<file path="src/verilog/acf_pkg.sv">
package acf_pkg;

  // ---------------------------------------------------------------
  // timing
  // ---------------------------------------------------------------
  localparam int CLK_PERIOD_NS = 10;
  localparam int NVM_WAIT_MS = 20;
  localparam int NVM_WAIT_CYC = NVM_WAIT_MS * 1000000 / CLK_PERIOD_NS;

  // ---------------------------------------------------------------
  // serial frame layout
  // ---------------------------------------------------------------
  localparam int FRAME_BITS = 16;
  localparam int CMD_MSB = 15;
  localparam int CMD_LSB = 13;
  localparam int ADR_MSB = 12;
  localparam int ADR_LSB = 8;
  localparam int DAT_MSB = 7;
  localparam int DAT_LSB = 0;
  localparam logic [2:0] CMD_READ = 3'h2;
  localparam logic [2:0] CMD_WRITE = 3'h4;
  localparam logic [4:0] LAST_BIT = 5'hF;

  // ---------------------------------------------------------------
  // register map
  // ---------------------------------------------------------------
  localparam logic [4:0] ADDR_ZOFF_LO = 5'h00;
  localparam logic [4:0] ADDR_ZOFF_HI = 5'h01;
  localparam logic [4:0] ADDR_THRESH = 5'h06;
  localparam logic [4:0] ADDR_DIR = 5'h09;
  localparam logic [4:0] ADDR_FLAGS = 5'h1B;
  localparam int THR_LOW_MSB = 7;
  localparam int THR_LOW_LSB = 5;
  localparam int THR_HIGH_MSB = 4;
  localparam int THR_HIGH_LSB = 2;
  localparam int DIR_BIT = 7;
  localparam int FLAG_HIGH_BIT = 7;
  localparam int FLAG_LOW_BIT = 6;
  localparam logic [7:0] ZOFF_LO_RST = 8'h00;
  localparam logic [7:0] ZOFF_HI_RST = 8'h00;
  localparam logic [7:0] THRESH_RST = 8'h1C;
  localparam logic DIR_RST = 1'b0;

  // ---------------------------------------------------------------
  // field strength trip points, in mT
  // ---------------------------------------------------------------
  localparam int FIELD_W = 8;
  localparam logic [FIELD_W-1:0] HYST_MT = 8'h06;

  // rising-field trip point of a 3-bit threshold code
  function automatic logic [FIELD_W-1:0] rise_mt(input logic [2:0] code);
    case (code)
      3'h0: rise_mt = 8'h1A;
      3'h1: rise_mt = 8'h29;
      3'h2: rise_mt = 8'h38;
      3'h3: rise_mt = 8'h46;
      3'h4: rise_mt = 8'h54;
      3'h5: rise_mt = 8'h62;
      3'h6: rise_mt = 8'h70;
      default: rise_mt = 8'h7E;
    endcase
  endfunction

  // falling-field trip point sits a fixed hysteresis lower
  function automatic logic [FIELD_W-1:0] fall_mt(input logic [2:0] code);
    fall_mt = rise_mt(code) - HYST_MT;
  endfunction

endpackage

</file>
<file path="src/verilog/acf_field_flags.sv">
`timescale 1ns/10ps
module acf_field_flags (
  input wire logic clk,
  input wire logic rst,
  input wire logic [acf_pkg::FIELD_W-1:0] field_mt,
  input wire logic [2:0] high_code,
  input wire logic [2:0] low_code,
  output logic high_flag,
  output logic low_flag
);
  import acf_pkg::*;

  typedef struct packed {
    logic high;
    logic low;
  } acf_flag_state_type;

  acf_flag_state_type flag_reg;
  acf_flag_state_type flag_next;

  // ---------------------------------------------------------------
  // comparators with hysteresis
  // ---------------------------------------------------------------
  // codes are used as given, a low code above the high code is legal
  always_comb begin
    flag_next = flag_reg;
    if (field_mt > rise_mt(high_code)) begin
      flag_next.high = 1'b1;
    end else if (field_mt < fall_mt(high_code)) begin
      flag_next.high = 1'b0;
    end
    if (field_mt < fall_mt(low_code)) begin
      flag_next.low = 1'b1;
    end else if (field_mt > rise_mt(low_code)) begin
      flag_next.low = 1'b0;
    end
  end

  // state register
  always_ff @(posedge clk or posedge rst) begin
    if (rst) begin
      flag_reg <= '0;
    end else begin
      flag_reg <= flag_next;
    end
  end

  assign high_flag = flag_reg.high;
  assign low_flag = flag_reg.low;
endmodule

</file>
<file path="src/verilog/acf_angle_config.sv">
`timescale 1ns/10ps
// Operation
// - angle output is raw angle minus zero
// - stored code is complement of zero position
// - zero code resets to zero
// - code low byte reg 0, high reg 1
// - direction bit reverses angle count sense
// - high flag set above high threshold
// - low flag set below low threshold
// - thresholds: low 7..5, high 4..2, reg 6
// - codes map 26..126 mT, 6 mT hysteresis
// - low code above high code accepted
// - flags at bits 7,6 of reg 27
// - flags also driven on two pins
// - next frame returns the register byte
// - read frame: 010, address, eight zeros
// - write frame: 100, address, data; next frame echoes the register, new data only after the store wait
// - direction select is bit 7 of reg 9
module acf_angle_config #(
  parameter int NVM_WAIT = acf_pkg::NVM_WAIT_CYC
) (
  input wire logic CLK,
  input wire logic RST,
  input wire logic SCLK,
  input wire logic CS_N,
  input wire logic MOSI,
  output logic MISO,
  input wire logic [15:0] RAW_ANGLE,
  input wire logic [acf_pkg::FIELD_W-1:0] FIELD_MT,
  output logic [15:0] ANGLE,
  output logic FIELD_HIGH_FLAG,
  output logic FIELD_LOW_FLAG
);
  import acf_pkg::*;

  localparam int CNT_W = $clog2(NVM_WAIT + 1);

  typedef struct packed {
    logic [2:0] sclk_s;
    logic [2:0] cs_n_s;
    logic [2:0] mosi_s;
    logic sclk_l;
    logic cs_n_l;
    logic mosi_l;
    logic [FRAME_BITS-1:0] rx;
    logic [FRAME_BITS-1:0] tx;
    logic [4:0] bit_cnt;
    logic resp_is_reg;
    logic [4:0] resp_addr;
    logic [7:0] zoff_lo;
    logic [7:0] zoff_hi;
    logic [7:0] thresh;
    logic dir;
    logic pend_busy;
    logic [4:0] pend_addr;
    logic [7:0] pend_data;
    logic [CNT_W-1:0] nvm_cnt;
    logic [15:0] angle;
    logic miso;
  } acf_state_type;

  acf_state_type st_reg;
  acf_state_type st_next;
  logic [FRAME_BITS-1:0] word;
  logic [15:0] src_angle;
  logic [7:0] rd_val;
  logic [7:0] flags_val;
  logic [15:0] first_tx;
  logic sclk_rise;
  logic sclk_fall;
  logic cs_fall;
  logic frame_start;
  logic frame_done;
  logic commit;

  // ---------------------------------------------------------------
  // helpers
  // ---------------------------------------------------------------
  // a pin level counts only once the second and third stage agree
  function automatic logic filt(input logic [2:0] s, input logic lvl);
    filt = (s[1] == s[2]) ? s[2] : lvl;
  endfunction

  // ---------------------------------------------------------------
  // field flags
  // ---------------------------------------------------------------
  acf_field_flags u_flags (
    .clk(CLK),
    .rst(RST),
    .field_mt(FIELD_MT),
    .high_code(st_reg.thresh[THR_HIGH_MSB:THR_HIGH_LSB]),
    .low_code(st_reg.thresh[THR_LOW_MSB:THR_LOW_LSB]),
    .high_flag(FIELD_HIGH_FLAG),
    .low_flag(FIELD_LOW_FLAG)
  );

  // ---------------------------------------------------------------
  // next state
  // ---------------------------------------------------------------
  always_comb begin
    st_next = st_reg;
    frame_start = 1'b0;
    frame_done = 1'b0;
    commit = 1'b0;
    // synchronisers: stage 0 feeds only stage 1
    st_next.sclk_s = {st_reg.sclk_s[1:0], SCLK};
    st_next.cs_n_s = {st_reg.cs_n_s[1:0], CS_N};
    st_next.mosi_s = {st_reg.mosi_s[1:0], MOSI};
    st_next.sclk_l = filt(st_reg.sclk_s, st_reg.sclk_l);
    st_next.cs_n_l = filt(st_reg.cs_n_s, st_reg.cs_n_l);
    st_next.mosi_l = filt(st_reg.mosi_s, st_reg.mosi_l);
    sclk_rise = st_next.sclk_l & ~st_reg.sclk_l;
    sclk_fall = ~st_next.sclk_l & st_reg.sclk_l;
    cs_fall = ~st_next.cs_n_l & st_reg.cs_n_l;
    word = {st_reg.rx[FRAME_BITS-2:0], st_next.mosi_l};

    // direction picks the count sense, then the complement code
    // is added, which equals subtracting the zero position
    src_angle = st_reg.dir ? 16'(~RAW_ANGLE + 16'h0001) : RAW_ANGLE;
    st_next.angle =
      16'(src_angle + {st_reg.zoff_hi, st_reg.zoff_lo});

    // register read mux; unused bits read as zero
    flags_val = 8'h00;
    flags_val[FLAG_HIGH_BIT] = FIELD_HIGH_FLAG;
    flags_val[FLAG_LOW_BIT] = FIELD_LOW_FLAG;
    case (st_reg.resp_addr)
      ADDR_ZOFF_LO: rd_val = st_reg.zoff_lo;
      ADDR_ZOFF_HI: rd_val = st_reg.zoff_hi;
      ADDR_THRESH: rd_val = st_reg.thresh;
      ADDR_DIR: rd_val = {st_reg.dir, 7'h00};
      ADDR_FLAGS: rd_val = flags_val;
      default: rd_val = 8'h00;
    endcase
    first_tx = st_reg.resp_is_reg ? {rd_val, 8'h00} : st_reg.angle;

    // slow store: settings change only when the wait runs out,
    // so a frame sent too early still sees the previous value
    if (st_reg.pend_busy) begin
      if (st_reg.nvm_cnt == '0) begin
        commit = 1'b1;
        st_next.pend_busy = 1'b0;
        case (st_reg.pend_addr)
          ADDR_ZOFF_LO: st_next.zoff_lo = st_reg.pend_data;
          ADDR_ZOFF_HI: st_next.zoff_hi = st_reg.pend_data;
          ADDR_THRESH: st_next.thresh = st_reg.pend_data;
          ADDR_DIR: st_next.dir = st_reg.pend_data[DIR_BIT];
          default: st_next.pend_busy = 1'b0;
        endcase
      end else begin
        st_next.nvm_cnt = CNT_W'(st_reg.nvm_cnt - 1'b1);
      end
    end

    // serial framing, clock idles low, data taken on rising edge
    if (st_next.cs_n_l) begin
      st_next.miso = 1'b0;
      st_next.bit_cnt = 5'h00;
    end else if (cs_fall) begin
      frame_start = 1'b1;
      st_next.tx = first_tx;
      st_next.miso = first_tx[FRAME_BITS-1];
      st_next.bit_cnt = 5'h00;
      st_next.resp_is_reg = 1'b0;
    end else if (sclk_rise) begin
      st_next.rx = word;
      st_next.bit_cnt = 5'(st_reg.bit_cnt + 1'b1);
      if (st_reg.bit_cnt == LAST_BIT) begin
        frame_done = 1'b1;
        st_next.resp_addr = word[ADR_MSB:ADR_LSB];
        case (word[CMD_MSB:CMD_LSB])
          CMD_READ: begin
            st_next.resp_is_reg = 1'b1;
          end
          CMD_WRITE: begin
            st_next.resp_is_reg = 1'b1;
            if (word[ADR_MSB:ADR_LSB] != ADDR_FLAGS) begin
              st_next.pend_busy = 1'b1;
              st_next.pend_addr = word[ADR_MSB:ADR_LSB];
              st_next.pend_data = word[DAT_MSB:DAT_LSB];
              st_next.nvm_cnt = CNT_W'(NVM_WAIT - 1);
            end
          end
          default: st_next.resp_is_reg = 1'b0;
        endcase
      end
    end else if (sclk_fall) begin
      // shift out on the falling edge so data is settled at rise
      st_next.tx = {st_reg.tx[FRAME_BITS-2:0], 1'b0};
      st_next.miso = st_reg.tx[FRAME_BITS-2];
    end
  end

  // ---------------------------------------------------------------
  // state register
  // ---------------------------------------------------------------
  always_ff @(posedge CLK or posedge RST) begin
    if (RST) begin
      st_reg <= '0;
      st_reg.sclk_l <= 1'b0;
      st_reg.cs_n_s <= 3'h7;
      st_reg.cs_n_l <= 1'b1;
      st_reg.zoff_lo <= ZOFF_LO_RST;
      st_reg.zoff_hi <= ZOFF_HI_RST;
      st_reg.thresh <= THRESH_RST;
      st_reg.dir <= DIR_RST;
    end else begin
      st_reg <= st_next;
    end
  end

  assign MISO = st_reg.miso;
  assign ANGLE = st_reg.angle;
endmodule

</file>
<file path="config.mk">
export PLATFORM = sky130hd
export DESIGN_NAME = acf_angle_config
export DESIGN_NICKNAME = d
export VERILOG_FILES = /design/src/verilog/acf_pkg.sv /design/src/verilog/acf_field_flags.sv /design/src/verilog/acf_angle_config.sv
export SDC_FILE = /design/constraint.sdc
export NUM_CORES = 1
export LEC_CHECK = 0
export BUFFER_PORTS_ARGS = -buffer_cell sky130_fd_sc_hd__buf_2
export CORE_MARGIN = 2
export CORE_UTILIZATION = 61
export DETAILED_ROUTE_END_ITERATION = 16
export PLACE_DENSITY_LB_ADDON = 0.2
export SYNTH_ARGS = -nofsm -noshare
export SYNTH_HDL_FRONTEND = slang
export SYNTH_SLANG_ARGS = --single-unit
</file>
<file path="constraint.sdc">
create_clock -name CLK -period 6.5 [get_ports CLK]
set_clock_uncertainty 0.15 [all_clocks]
set_input_delay 1.3 -clock CLK [delete_from_list [all_inputs] [get_ports CLK]]
set_output_delay 1.3 -clock CLK [all_outputs]
set_load 0.1 [all_outputs]
</file>
# Word level (Yosys, flattened, before mapping)
# Cells that the tools add are included.
# word_totals
output_inout_bits	19
inputBits	29
register_bits	132
wordCells	127
# classes
n_reduce_logical	23
bitwise_logic	8
n_mux	35
add_sub_neg	6
n_eq_ne	28
n_lt_le_gt_ge	4
# ops
op	count
2-to-1 mux 35 bit	6
case mux 7 bit (7 select lines)	2
2-to-1 mux 21 bit	3
case mux 8 bit (5 select lines)	1
2-to-1 mux 16 bit	2
2-to-1 mux 15 bit	2
== test 3 bit, second input constant	7
zero test 21 bit	1
AND reduction 3 bit	7
subtractor 21 x 1 -> 21 bit, second input constant	1
adder 16 x 1 -> 16 bit, second input constant	1
adder 16 bit	1
less-than comparator 8 bit	2
2-to-1 mux 8 bit	2
NOT 16 bit	1
== test 3 x 2 -> 1 bit, second input constant	5
== test 5 x 4 -> 1 bit, second input constant	3
2-to-1 mux 1 bit	14
2-to-1 mux 11 bit	1
== test 5 x 1 -> 1 bit, second input constant	2
== test 5 x 3 -> 1 bit, second input constant	2
zero test 5 bit	2
nonzero test 2 bit	5
greater-than comparator 8 x 7 -> 1 bit	1
20 further kinds	30

# Depth between registers and ports, before layout
# Gate-level depths: netlist of run 1.
# depth
depth_word	9
mapped_depth	13

# By module
# Synthesis of run 1 repeated with hierarchy kept, for this count alone.
# unflattened
hier_cells	721
hier_area_um2	7624.8
# by_module_without_submodules
module	seq_area_each_um2	cells_each	instances	area_each_um2
acf_angle_config	3261.9	599	1	6630.1
acf_field_flags	50.0	122	1	994.7

# Worst setup path before layout of run 1
# OpenSTA, ideal clock, no wires.
# synth_path
path_type	input -> register
startpoint	input RAW_ANGLE[2]
endpoint	register st_reg, in the netlist ANGLE[14]
cell_stages	9
t_arrival_ns	3.600
slack_ns	2.671
path_buffers	0
cell_sequence	or4_1 o41ai_1 xnor2_1 ha_1 nand3_1 nor4b_1 nor2_1 o41ai_1 xor2_1
# synth_lines
element	line	source
start, declared	acf_angle_config.sv:28	input wire logic [15:0] RAW_ANGLE,
end signal, assigned	acf_angle_config.sv:208	st_reg <= st_next;
end, declared	acf_angle_config.sv:62	acf_state_type st_reg;

==> results of run 1 <==
[layer usage]
metal  track usage (%)  wire length, um  vias to the layer above
met3             6.224              867                       18
met2             43.08             8137                      142
met5                 0                0                        -
li1                  -                -                     2869
met1             38.02             7893                     2976
met4             8.254              267                        0
[final cells by class]
type / count / area (um2) / area share, %
well taps: 168 / 210.2 / 2.489
clock buffers: 18 / 439.2 / 5.201
repair buffers: 49 / 250.2 / 2.963
clock inverters: 14 / 152.6 / 1.808
multi-input cells: 584 / 4006 / 47.44
inverters: 19 / 73.82 / 0.8742
flip-flops and latches: 132 / 3312 / 39.22
[where the power goes]
part / internal (W) / switching (W) / leakage, nW
clock network: 0.000577 / 0.000372 / 0.268
logic: 0.0000756 / 0.000148 / 2.01
registers: 0.000881 / 0.0000387 / 1.72
total: 0.00153 / 0.000559 / 4.00
[critical path: stages]
cell                      delay (ns)
sky130_fd_sc_hd__buf_2          0.13
sky130_fd_sc_hd__or4_1          0.56
sky130_fd_sc_hd__o41ai_1        0.34
sky130_fd_sc_hd__xnor2_1        0.12
sky130_fd_sc_hd__ha_1           0.41
sky130_fd_sc_hd__nand3_1        0.13
sky130_fd_sc_hd__nor4b_1        0.45
sky130_fd_sc_hd__nor2_1         0.09
sky130_fd_sc_hd__o41ai_1        0.31
sky130_fd_sc_hd__xor2_1         0.17
[logic make-up (layout without fill, tap and decap cells)]
family | count (synthesis) | count (layout) | share of synthesized area, %
AND/OR/NAND/NOR | 280 | 280 | 18.79
AO/OA/AOI/OAI | 160 | 160 | 13.23
flip-flops | 132 | 132 | 43.44
buffers and inverters | 64 | 100 | 4.054
adder cells (fa/ha/maj) | 52 | 52 | 8.534
multiplexers | 49 | 49 | 7.189
XOR/XNOR | 41 | 41 | 4.710
other | 1 | 2 | 0.04919
[cells in the final DEF, fill, tap and decap left out, types with 12 or more instances in the layout]
| master | count |
|---|---|
| sky130_fd_sc_hd__a21oi_1 | 44 |
| sky130_fd_sc_hd__a31oi_1 | 12 |
| sky130_fd_sc_hd__and3_1 | 15 |
| sky130_fd_sc_hd__buf_2 | 47 |
| sky130_fd_sc_hd__clkbuf_16 | 17 |
| sky130_fd_sc_hd__dfrtp_1 | 125 |
| sky130_fd_sc_hd__ha_1 | 48 |
| sky130_fd_sc_hd__inv_1 | 18 |
| sky130_fd_sc_hd__mux2_2 | 46 |
| sky130_fd_sc_hd__nand2_1 | 86 |
| sky130_fd_sc_hd__nand3_1 | 43 |
| sky130_fd_sc_hd__nor2_1 | 49 |
| sky130_fd_sc_hd__nor4_1 | 12 |
| sky130_fd_sc_hd__o21ai_0 | 37 |
| sky130_fd_sc_hd__xnor2_1 | 25 |
| sky130_fd_sc_hd__xor2_1 | 16 |
[per-stage QoR]
stage / std cells / total power (W) / utilization (%) / hold slack [ns]
floorplan: 780 / 0.001103 / - / 0.1812
global placement: 952 / 0.001148 / 64.83 / 0.1832
detailed placement: 952 / 0.001157 / 64.83 / 0.1847
CTS: 984 / 0.002106 / 69.72 / 0.1984
global route: 984 / 0.002177 / 69.72 / 0.2089
finish: 984 / 0.002092 / 69.72 / 0.1974
[synthesized netlist by cell type (4+ instances only)]
library cell	number	area [um2]
sky130_fd_sc_hd__nand2_1	86	322.8
sky130_fd_sc_hd__nor2_1	49	183.9
sky130_fd_sc_hd__a21oi_1	44	220.2
sky130_fd_sc_hd__nand3b_1	4	30.03
sky130_fd_sc_hd__or4_1	9	67.56
sky130_fd_sc_hd__nand4_1	5	31.28
sky130_fd_sc_hd__nand3_1	43	215.2
sky130_fd_sc_hd__xor2_1	16	140.1
sky130_fd_sc_hd__nor4b_1	4	35.03
sky130_fd_sc_hd__ha_1	48	600.6
sky130_fd_sc_hd__dfstp_2	7	183.9
sky130_fd_sc_hd__o21bai_1	4	30.03
sky130_fd_sc_hd__a211oi_1	6	45.04
sky130_fd_sc_hd__o21a_1	9	67.56
sky130_fd_sc_hd__nand2b_1	9	56.30
sky130_fd_sc_hd__dfrtp_1	125	3128
sky130_fd_sc_hd__buf_4	16	120.1
sky130_fd_sc_hd__a21o_1	5	37.54
sky130_fd_sc_hd__nor4_1	12	75.07
sky130_fd_sc_hd__inv_1	19	71.32
sky130_fd_sc_hd__o21ai_0	37	185.2
sky130_fd_sc_hd__or3_1	8	50.05
sky130_fd_sc_hd__mux2_2	46	518.0
sky130_fd_sc_hd__a31oi_1	12	75.07
sky130_fd_sc_hd__xnor2_1	25	219.0
sky130_fd_sc_hd__o41ai_1	5	43.79
sky130_fd_sc_hd__o211ai_1	10	75.07
sky130_fd_sc_hd__clkbuf_1	27	101.4
sky130_fd_sc_hd__nor3_1	9	45.04
sky130_fd_sc_hd__and3_1	15	93.84
sky130_fd_sc_hd__o31ai_1	9	67.56
[final timing paths]
path / start / end / slack [ns] / cells after the start
min: st_next[130]$_DFF_PP0_ / st_next[131]$_DFF_PP0_ / 0.20 / 0
max: RAW_ANGLE[2] / ANGLE[14]$_DFF_PP0_ / 2.70 / 10
min in group asynchronous: RST / st_reg[33]$_DFF_PP0_ / 0.96 / 2
max in group asynchronous: RST / ANGLE[0]$_DFF_PP0_ / 4.05 / 3
max reg2reg: st_reg[83]$_DFFE_PP0P_ / st_reg[32]$_DFF_PP0_ / 3.48 / 8
min reg2reg: st_next[130]$_DFF_PP0_ / st_next[131]$_DFF_PP0_ / 0.20 / 0
==> out/metrics.csv, run 1 <==
stage,metric,value,unit
synthesis,cell area after technology mapping,7624,um2
timing,Post-Route Setup TNS,0,ns
pwr,largest voltage drop on the vdd net,0.2255,mV
clock_network,deepest clock path buffer count,2,
floorplanning,boundary pin count,48,
floorplanning,FP Rows,40,
synthesis,Syn. warnings,0,
timing,post-layout minimum cycle time,3.802,ns
worst_setup_path,CP Max Fanout,6,
floorplanning,die extent in y,115.8,um
grt,GR Overflow Total,0,
timing,period utilization,58.50,%
synthesis,"Primary FF master, synth",sky130_fd_sc_hd__dfrtp_1,
cells_and_area,Final #Nets,881,
place,Final GP Congestion,0.8648,
clock_network,clock sink count,132,
worst_hold_path,worst min-delay path category,reg2reg,
grt,total track usage,27.29,%
place,HPWL after detailed placement,12.74,mm
timing,worst relative slew slack,21.37,%
clock_network,hold buffer count at CTS,0,
timing,setup-violating endpoint count in the final report,0,
worst_setup_path,required time of the critical path,6.70,ns
clock_network,clock insertion delay at the later pin of the skew report,0.42,ns
cells_and_area,ratio of cells with drive above 1 in the final layout,18.63,%
place,placed inst area,7853,um2
clock_network,H-tree level count,4,
grt,wire length of the first global-routing pass,28.39,mm
synthesis,Syn Inst Count,779,
clock_network,number of clock buffers inserted by TritonCTS,17,
floorplanning,core outline area,12110,um2
timing,Fmax achieved,0.2630,GHz
cells_and_area,post-route design area,8444,um2
drt,vias,6005,
worst_setup_path,launching element type of the critical path,primary input,
pwr,power per standard cell area,247.8,nW/um2
status,outcome,finished clean,
drt,mean number of vias per cell,6.103,
grt,number of global-route vias before repair,5786,
place,number of port buffers,47,
worst_setup_path,endpoint class of the critical path,register,
worst_setup_path,arrival time worst endpoint,4.00,ns
cells_and_area,filler instances,959,
timing,max-slew violations,0,
drt,Post-route DRC,0,
drt,final wirelength,17.17,mm
floorplanning,Die Footprint,13410,um2
run,reported max-cap violation count,0,
floorplanning,effective utilization at floorplan,62.94,%
grt,pin count of the biggest net entering global routing,84,
worst_setup_path,type of the setup path with the least slack,in2reg,
pwr,leakage power,4.003,nW
clock_network,clock slew seen by the registers of the worst setup and hold paths,0.06,ns
clock_network,CTS tree,built,
synthesis,flip-flop and latch count after synthesis,132,
timing,setup repair after global routing missed its margin,false,
grt,antenna violations before repair,0,
drt,"antenna viol nets, final",0,
clock_network,post-cts repair resize count,0,
cells_and_area,flip-flop count of the largest register after layout,107,
floorplanning,die outline width,115.8,um
place,pre-CTS setup slack,2.294,ns
timing,worst setup slack after layout,2.698,ns
clock_network,Post-CTS Setup Repair Bufs,0,
drt,WL per Instance,17.45,um
synthesis,number of different library cells in the post-synthesis netlist,66,
cells_and_area,area added between synthesis and finish,10.77,%
clock_network,buffer type at the clock tree root,sky130_fd_sc_hd__clkbuf_16,
drt,number of violations reported at the end of detailed-routing iteration 0,464,
timing,worst slew pin tran,1.163,ns
synthesis,post-synthesis sequential area ratio,43.44,%
synthesis,Mean Syn Cell Area,9.786,um2
drt,length of the first detailed-routing pass in iterations,5,
synthesis,"EDFF count, synth",0,
synthesis,share of async-settable or async-resettable flops after synthesis,100.0,%
cells_and_area,number of diodes,0,
timing,number of hold-slack violations in the final timing report,0,
Note: power is estimated with default switching activity, not from simulation.
==> run 2: changes to the inputs <==
Clock period 6.5 ns to 3.8 ns, I/O delays scaled along.
==> run 2 against run 1 <==
Against the previous run:
- sequential share of layout area is 0.29 points lower
- die area stayed put
- critical path type unchanged
- first-iteration DRC count is 29% higher
- critical path depth stayed put
- power is 73% higher
- via count is 0.88% higher
- global-route usage is 0.19 points higher
- sequential power is 71% higher
- register-to-register slack worse by 2.8 ns
- largest cell class unchanged
- count of clock-buffer cells in the layout stayed put
- core utilization is 0.53 points higher
- clock power is 76% higher
==> out/metrics.csv, run 2 (synthesis gave the netlist of run 1 again) <==
stage,metric,value,unit
worst_setup_path,timing endpoint of the critical path,ANGLE[14]$_DFF_PP0_,
worst_setup_path,type of the setup path with the least slack,in2reg,
timing,setup-violating endpoint count in the final report,0,
worst_setup_path,length in cells of the worst reg-to-reg path,7,
worst_setup_path,worst-case register-to-register setup slack,0.67,ns
grt,total track usage,27.48,%
clock_network,buffer type at the clock tree root,sky130_fd_sc_hd__clkbuf_16,
timing,period utilization,87.10,%
floorplanning,FP Rows,40,
worst_setup_path,launch point of the critical path,RAW_ANGLE[2],
cells_and_area,ratio of cells with drive above 1 in the final layout,19.00,%
worst_hold_path,worst min-delay path category,reg2reg,
drt,vias,6058,
timing,Fmax achieved,0.3021,GHz
clock_network,Post-CTS Setup Repair Bufs,0,
timing,post-layout minimum cycle time,3.310,ns
timing,worst slew pin tran,1.130,ns
status,outcome,finished clean,
place,placed inst area,7904,um2
grt,GR Overflow Total,0,
clock_network,clock sink count,132,
floorplanning,effective utilization at floorplan,62.94,%
cells_and_area,number of diodes,0,
pwr,leakage power,4.048,nW
grt,wire length of the first global-routing pass,28.48,mm
worst_setup_path,FF-to-FF End,ANGLE[8]$_DFF_PP0_,
timing,setup repair after global routing missed its margin,false,
drt,length of the first detailed-routing pass in iterations,5,
run,reported max-cap violation count,0,
timing,Post-Route Setup TNS,0,ns
floorplanning,Die Footprint,13410,um2
grt,antenna violations before repair,0,
worst_setup_path,worst-path cell chain,"buf_2, or4_1, o41ai_1, xnor2_1, ha_1, nand3_1, nor4b_1, nor2_1, o41ai_1, xor2_1",
pwr,power per standard cell area,425.9,nW/um2
drt,number of violations reported at the end of detailed-routing iteration 0,599,
place,HPWL after detailed placement,12.80,mm
timing,worst relative slew slack,23.61,%
worst_setup_path,crit-path max cell delay,0.57,ns
worst_setup_path,launching element type of the critical path,primary input,
timing,number of hold-slack violations in the final timing report,0,
clock_network,H-tree level count,4,
clock_network,deepest clock path buffer count,2,
cells_and_area,filler instances,985,
worst_setup_path,arrival time worst endpoint,3.45,ns
clock_network,clock insertion delay at the later pin of the skew report,0.43,ns
floorplanning,die outline width,115.8,um
drt,final wirelength,17.32,mm
clock_network,post-cts repair resize count,0,
cells_and_area,number of cells in the finished layout apart from fillers,989,
worst_setup_path,total stage count of the critical path,10,
drt,"antenna viol nets, final",0,
clock_network,CTS tree,built,
clock_network,number of clock buffers inserted by TritonCTS,17,
drt,Post-route DRC,0,
clock_network,clock slew seen by the registers of the worst setup and hold paths,0.06,ns
drt,mean number of vias per cell,6.125,
timing,max-slew violations,0,
place,pre-CTS setup slack,0.1367,ns
timing,worst setup slack after layout,0.4901,ns
place,Final GP Congestion,0.9373,
worst_setup_path,most used cell along the critical path,sky130_fd_sc_hd__o41ai_1,
floorplanning,die extent in y,115.8,um
timing,minimum hold slack,0.1974,ns
pwr,largest voltage drop on the vdd net,0.3698,mV
grt,pin count of the biggest net entering global routing,82,
worst_setup_path,required time of the critical path,3.94,ns
worst_setup_path,CP Max Fanout,6,
worst_setup_path,slowest cell on the critical path,sky130_fd_sc_hd__or4_1,
place,number of instances in the placed design,957,
worst_setup_path,Critical path buffers and inverters,1,
cells_and_area,Final #Nets,886,
cells_and_area,area added between synthesis and finish,11.60,%
floorplanning,core outline area,12110,um2
drt,WL per Instance,17.52,um
clock_network,hold buffer count at CTS,0,
worst_setup_path,critical register-to-register path startpoint,st_reg[52]$_DFFE_PP0P_,
place,number of port buffers,47,
cells_and_area,highest-count cells in the layout ignoring fill and taps,"sky130_fd_sc_hd__dfrtp_1, sky130_fd_sc_hd__nand2_1, sky130_fd_sc_hd__nor2_1",
grt,number of global-route vias before repair,5817,
worst_setup_path,top cell family by delay on the critical path,simple AND/OR/NAND/NOR gates,
floorplanning,boundary pin count,48,
cells_and_area,post-route design area,8508,um2
worst_setup_path,endpoint class of the critical path,register,
cells_and_area,flip-flop count of the largest register after layout,107,
cells_and_area,"most common cell after layout, fill and taps aside",sky130_fd_sc_hd__dfrtp_1,
[run 2: routing by layer]
| layer | global-route usage (%) | share of wire, % |
|---|---|---|
| met5 | 0 | 0 |
| met4 | 9.524 | 2.3 |
| met3 | 7.165 | 6.1 |
| met2 | 44.05 | 47 |
| met1 | 36.61 | 44 |
[run 2: metrics by stage]
stage	util, %	total power (W)
after floorplan	-	0.001887
after global placement	65.26	0.001963
after detailed placement	65.26	0.001980
after CTS	70.25	0.003653
after global routing	70.25	0.003776
final	70.25	0.003623
[run 2: how the worst min path moves through the flow]
stage | from | to | slack, ns | depth (start not counted)
after floorplan | st_next[124]$_DFF_PP0_ | st_next[125]$_DFF_PP0_ | 0.18 | 0
after global placement | st_next[130]$_DFF_PP0_ | st_next[131]$_DFF_PP0_ | 0.18 | 0
after detailed placement | st_next[130]$_DFF_PP0_ | st_next[131]$_DFF_PP0_ | 0.19 | 0
after CTS | st_next[130]$_DFF_PP0_ | st_next[131]$_DFF_PP0_ | 0.20 | 0
after global routing | st_next[130]$_DFF_PP0_ | st_next[131]$_DFF_PP0_ | 0.21 | 0
final | st_next[130]$_DFF_PP0_ | st_next[131]$_DFF_PP0_ | 0.20 | 0
[run 2: area by class of cell]
| class | count | area, um2 | area share (%) |
|---|---|---|---|
| clock buffers | 18 | 429.2 | 5.044 |
| clock inverters | 14 | 175.2 | 2.059 |
| inverters | 19 | 75.07 | 0.8824 |
| multi-input cells | 584 | 4006 | 47.09 |
| flip-flops and latches | 132 | 3312 | 38.93 |
| well taps | 168 | 210.2 | 2.471 |
| repair buffers | 54 | 300.3 | 3.529 |
[run 2: where the power goes]
group	switching [W]	internal (W)	total, W	leakage [nW]
sequential	0.0000649	0.00151	0.00157	1.72
combinational	0.000253	0.000131	0.000384	2.04
clock	0.000630	0.00104	0.00167	0.288
total	0.000948	0.00268	0.00362	4.05
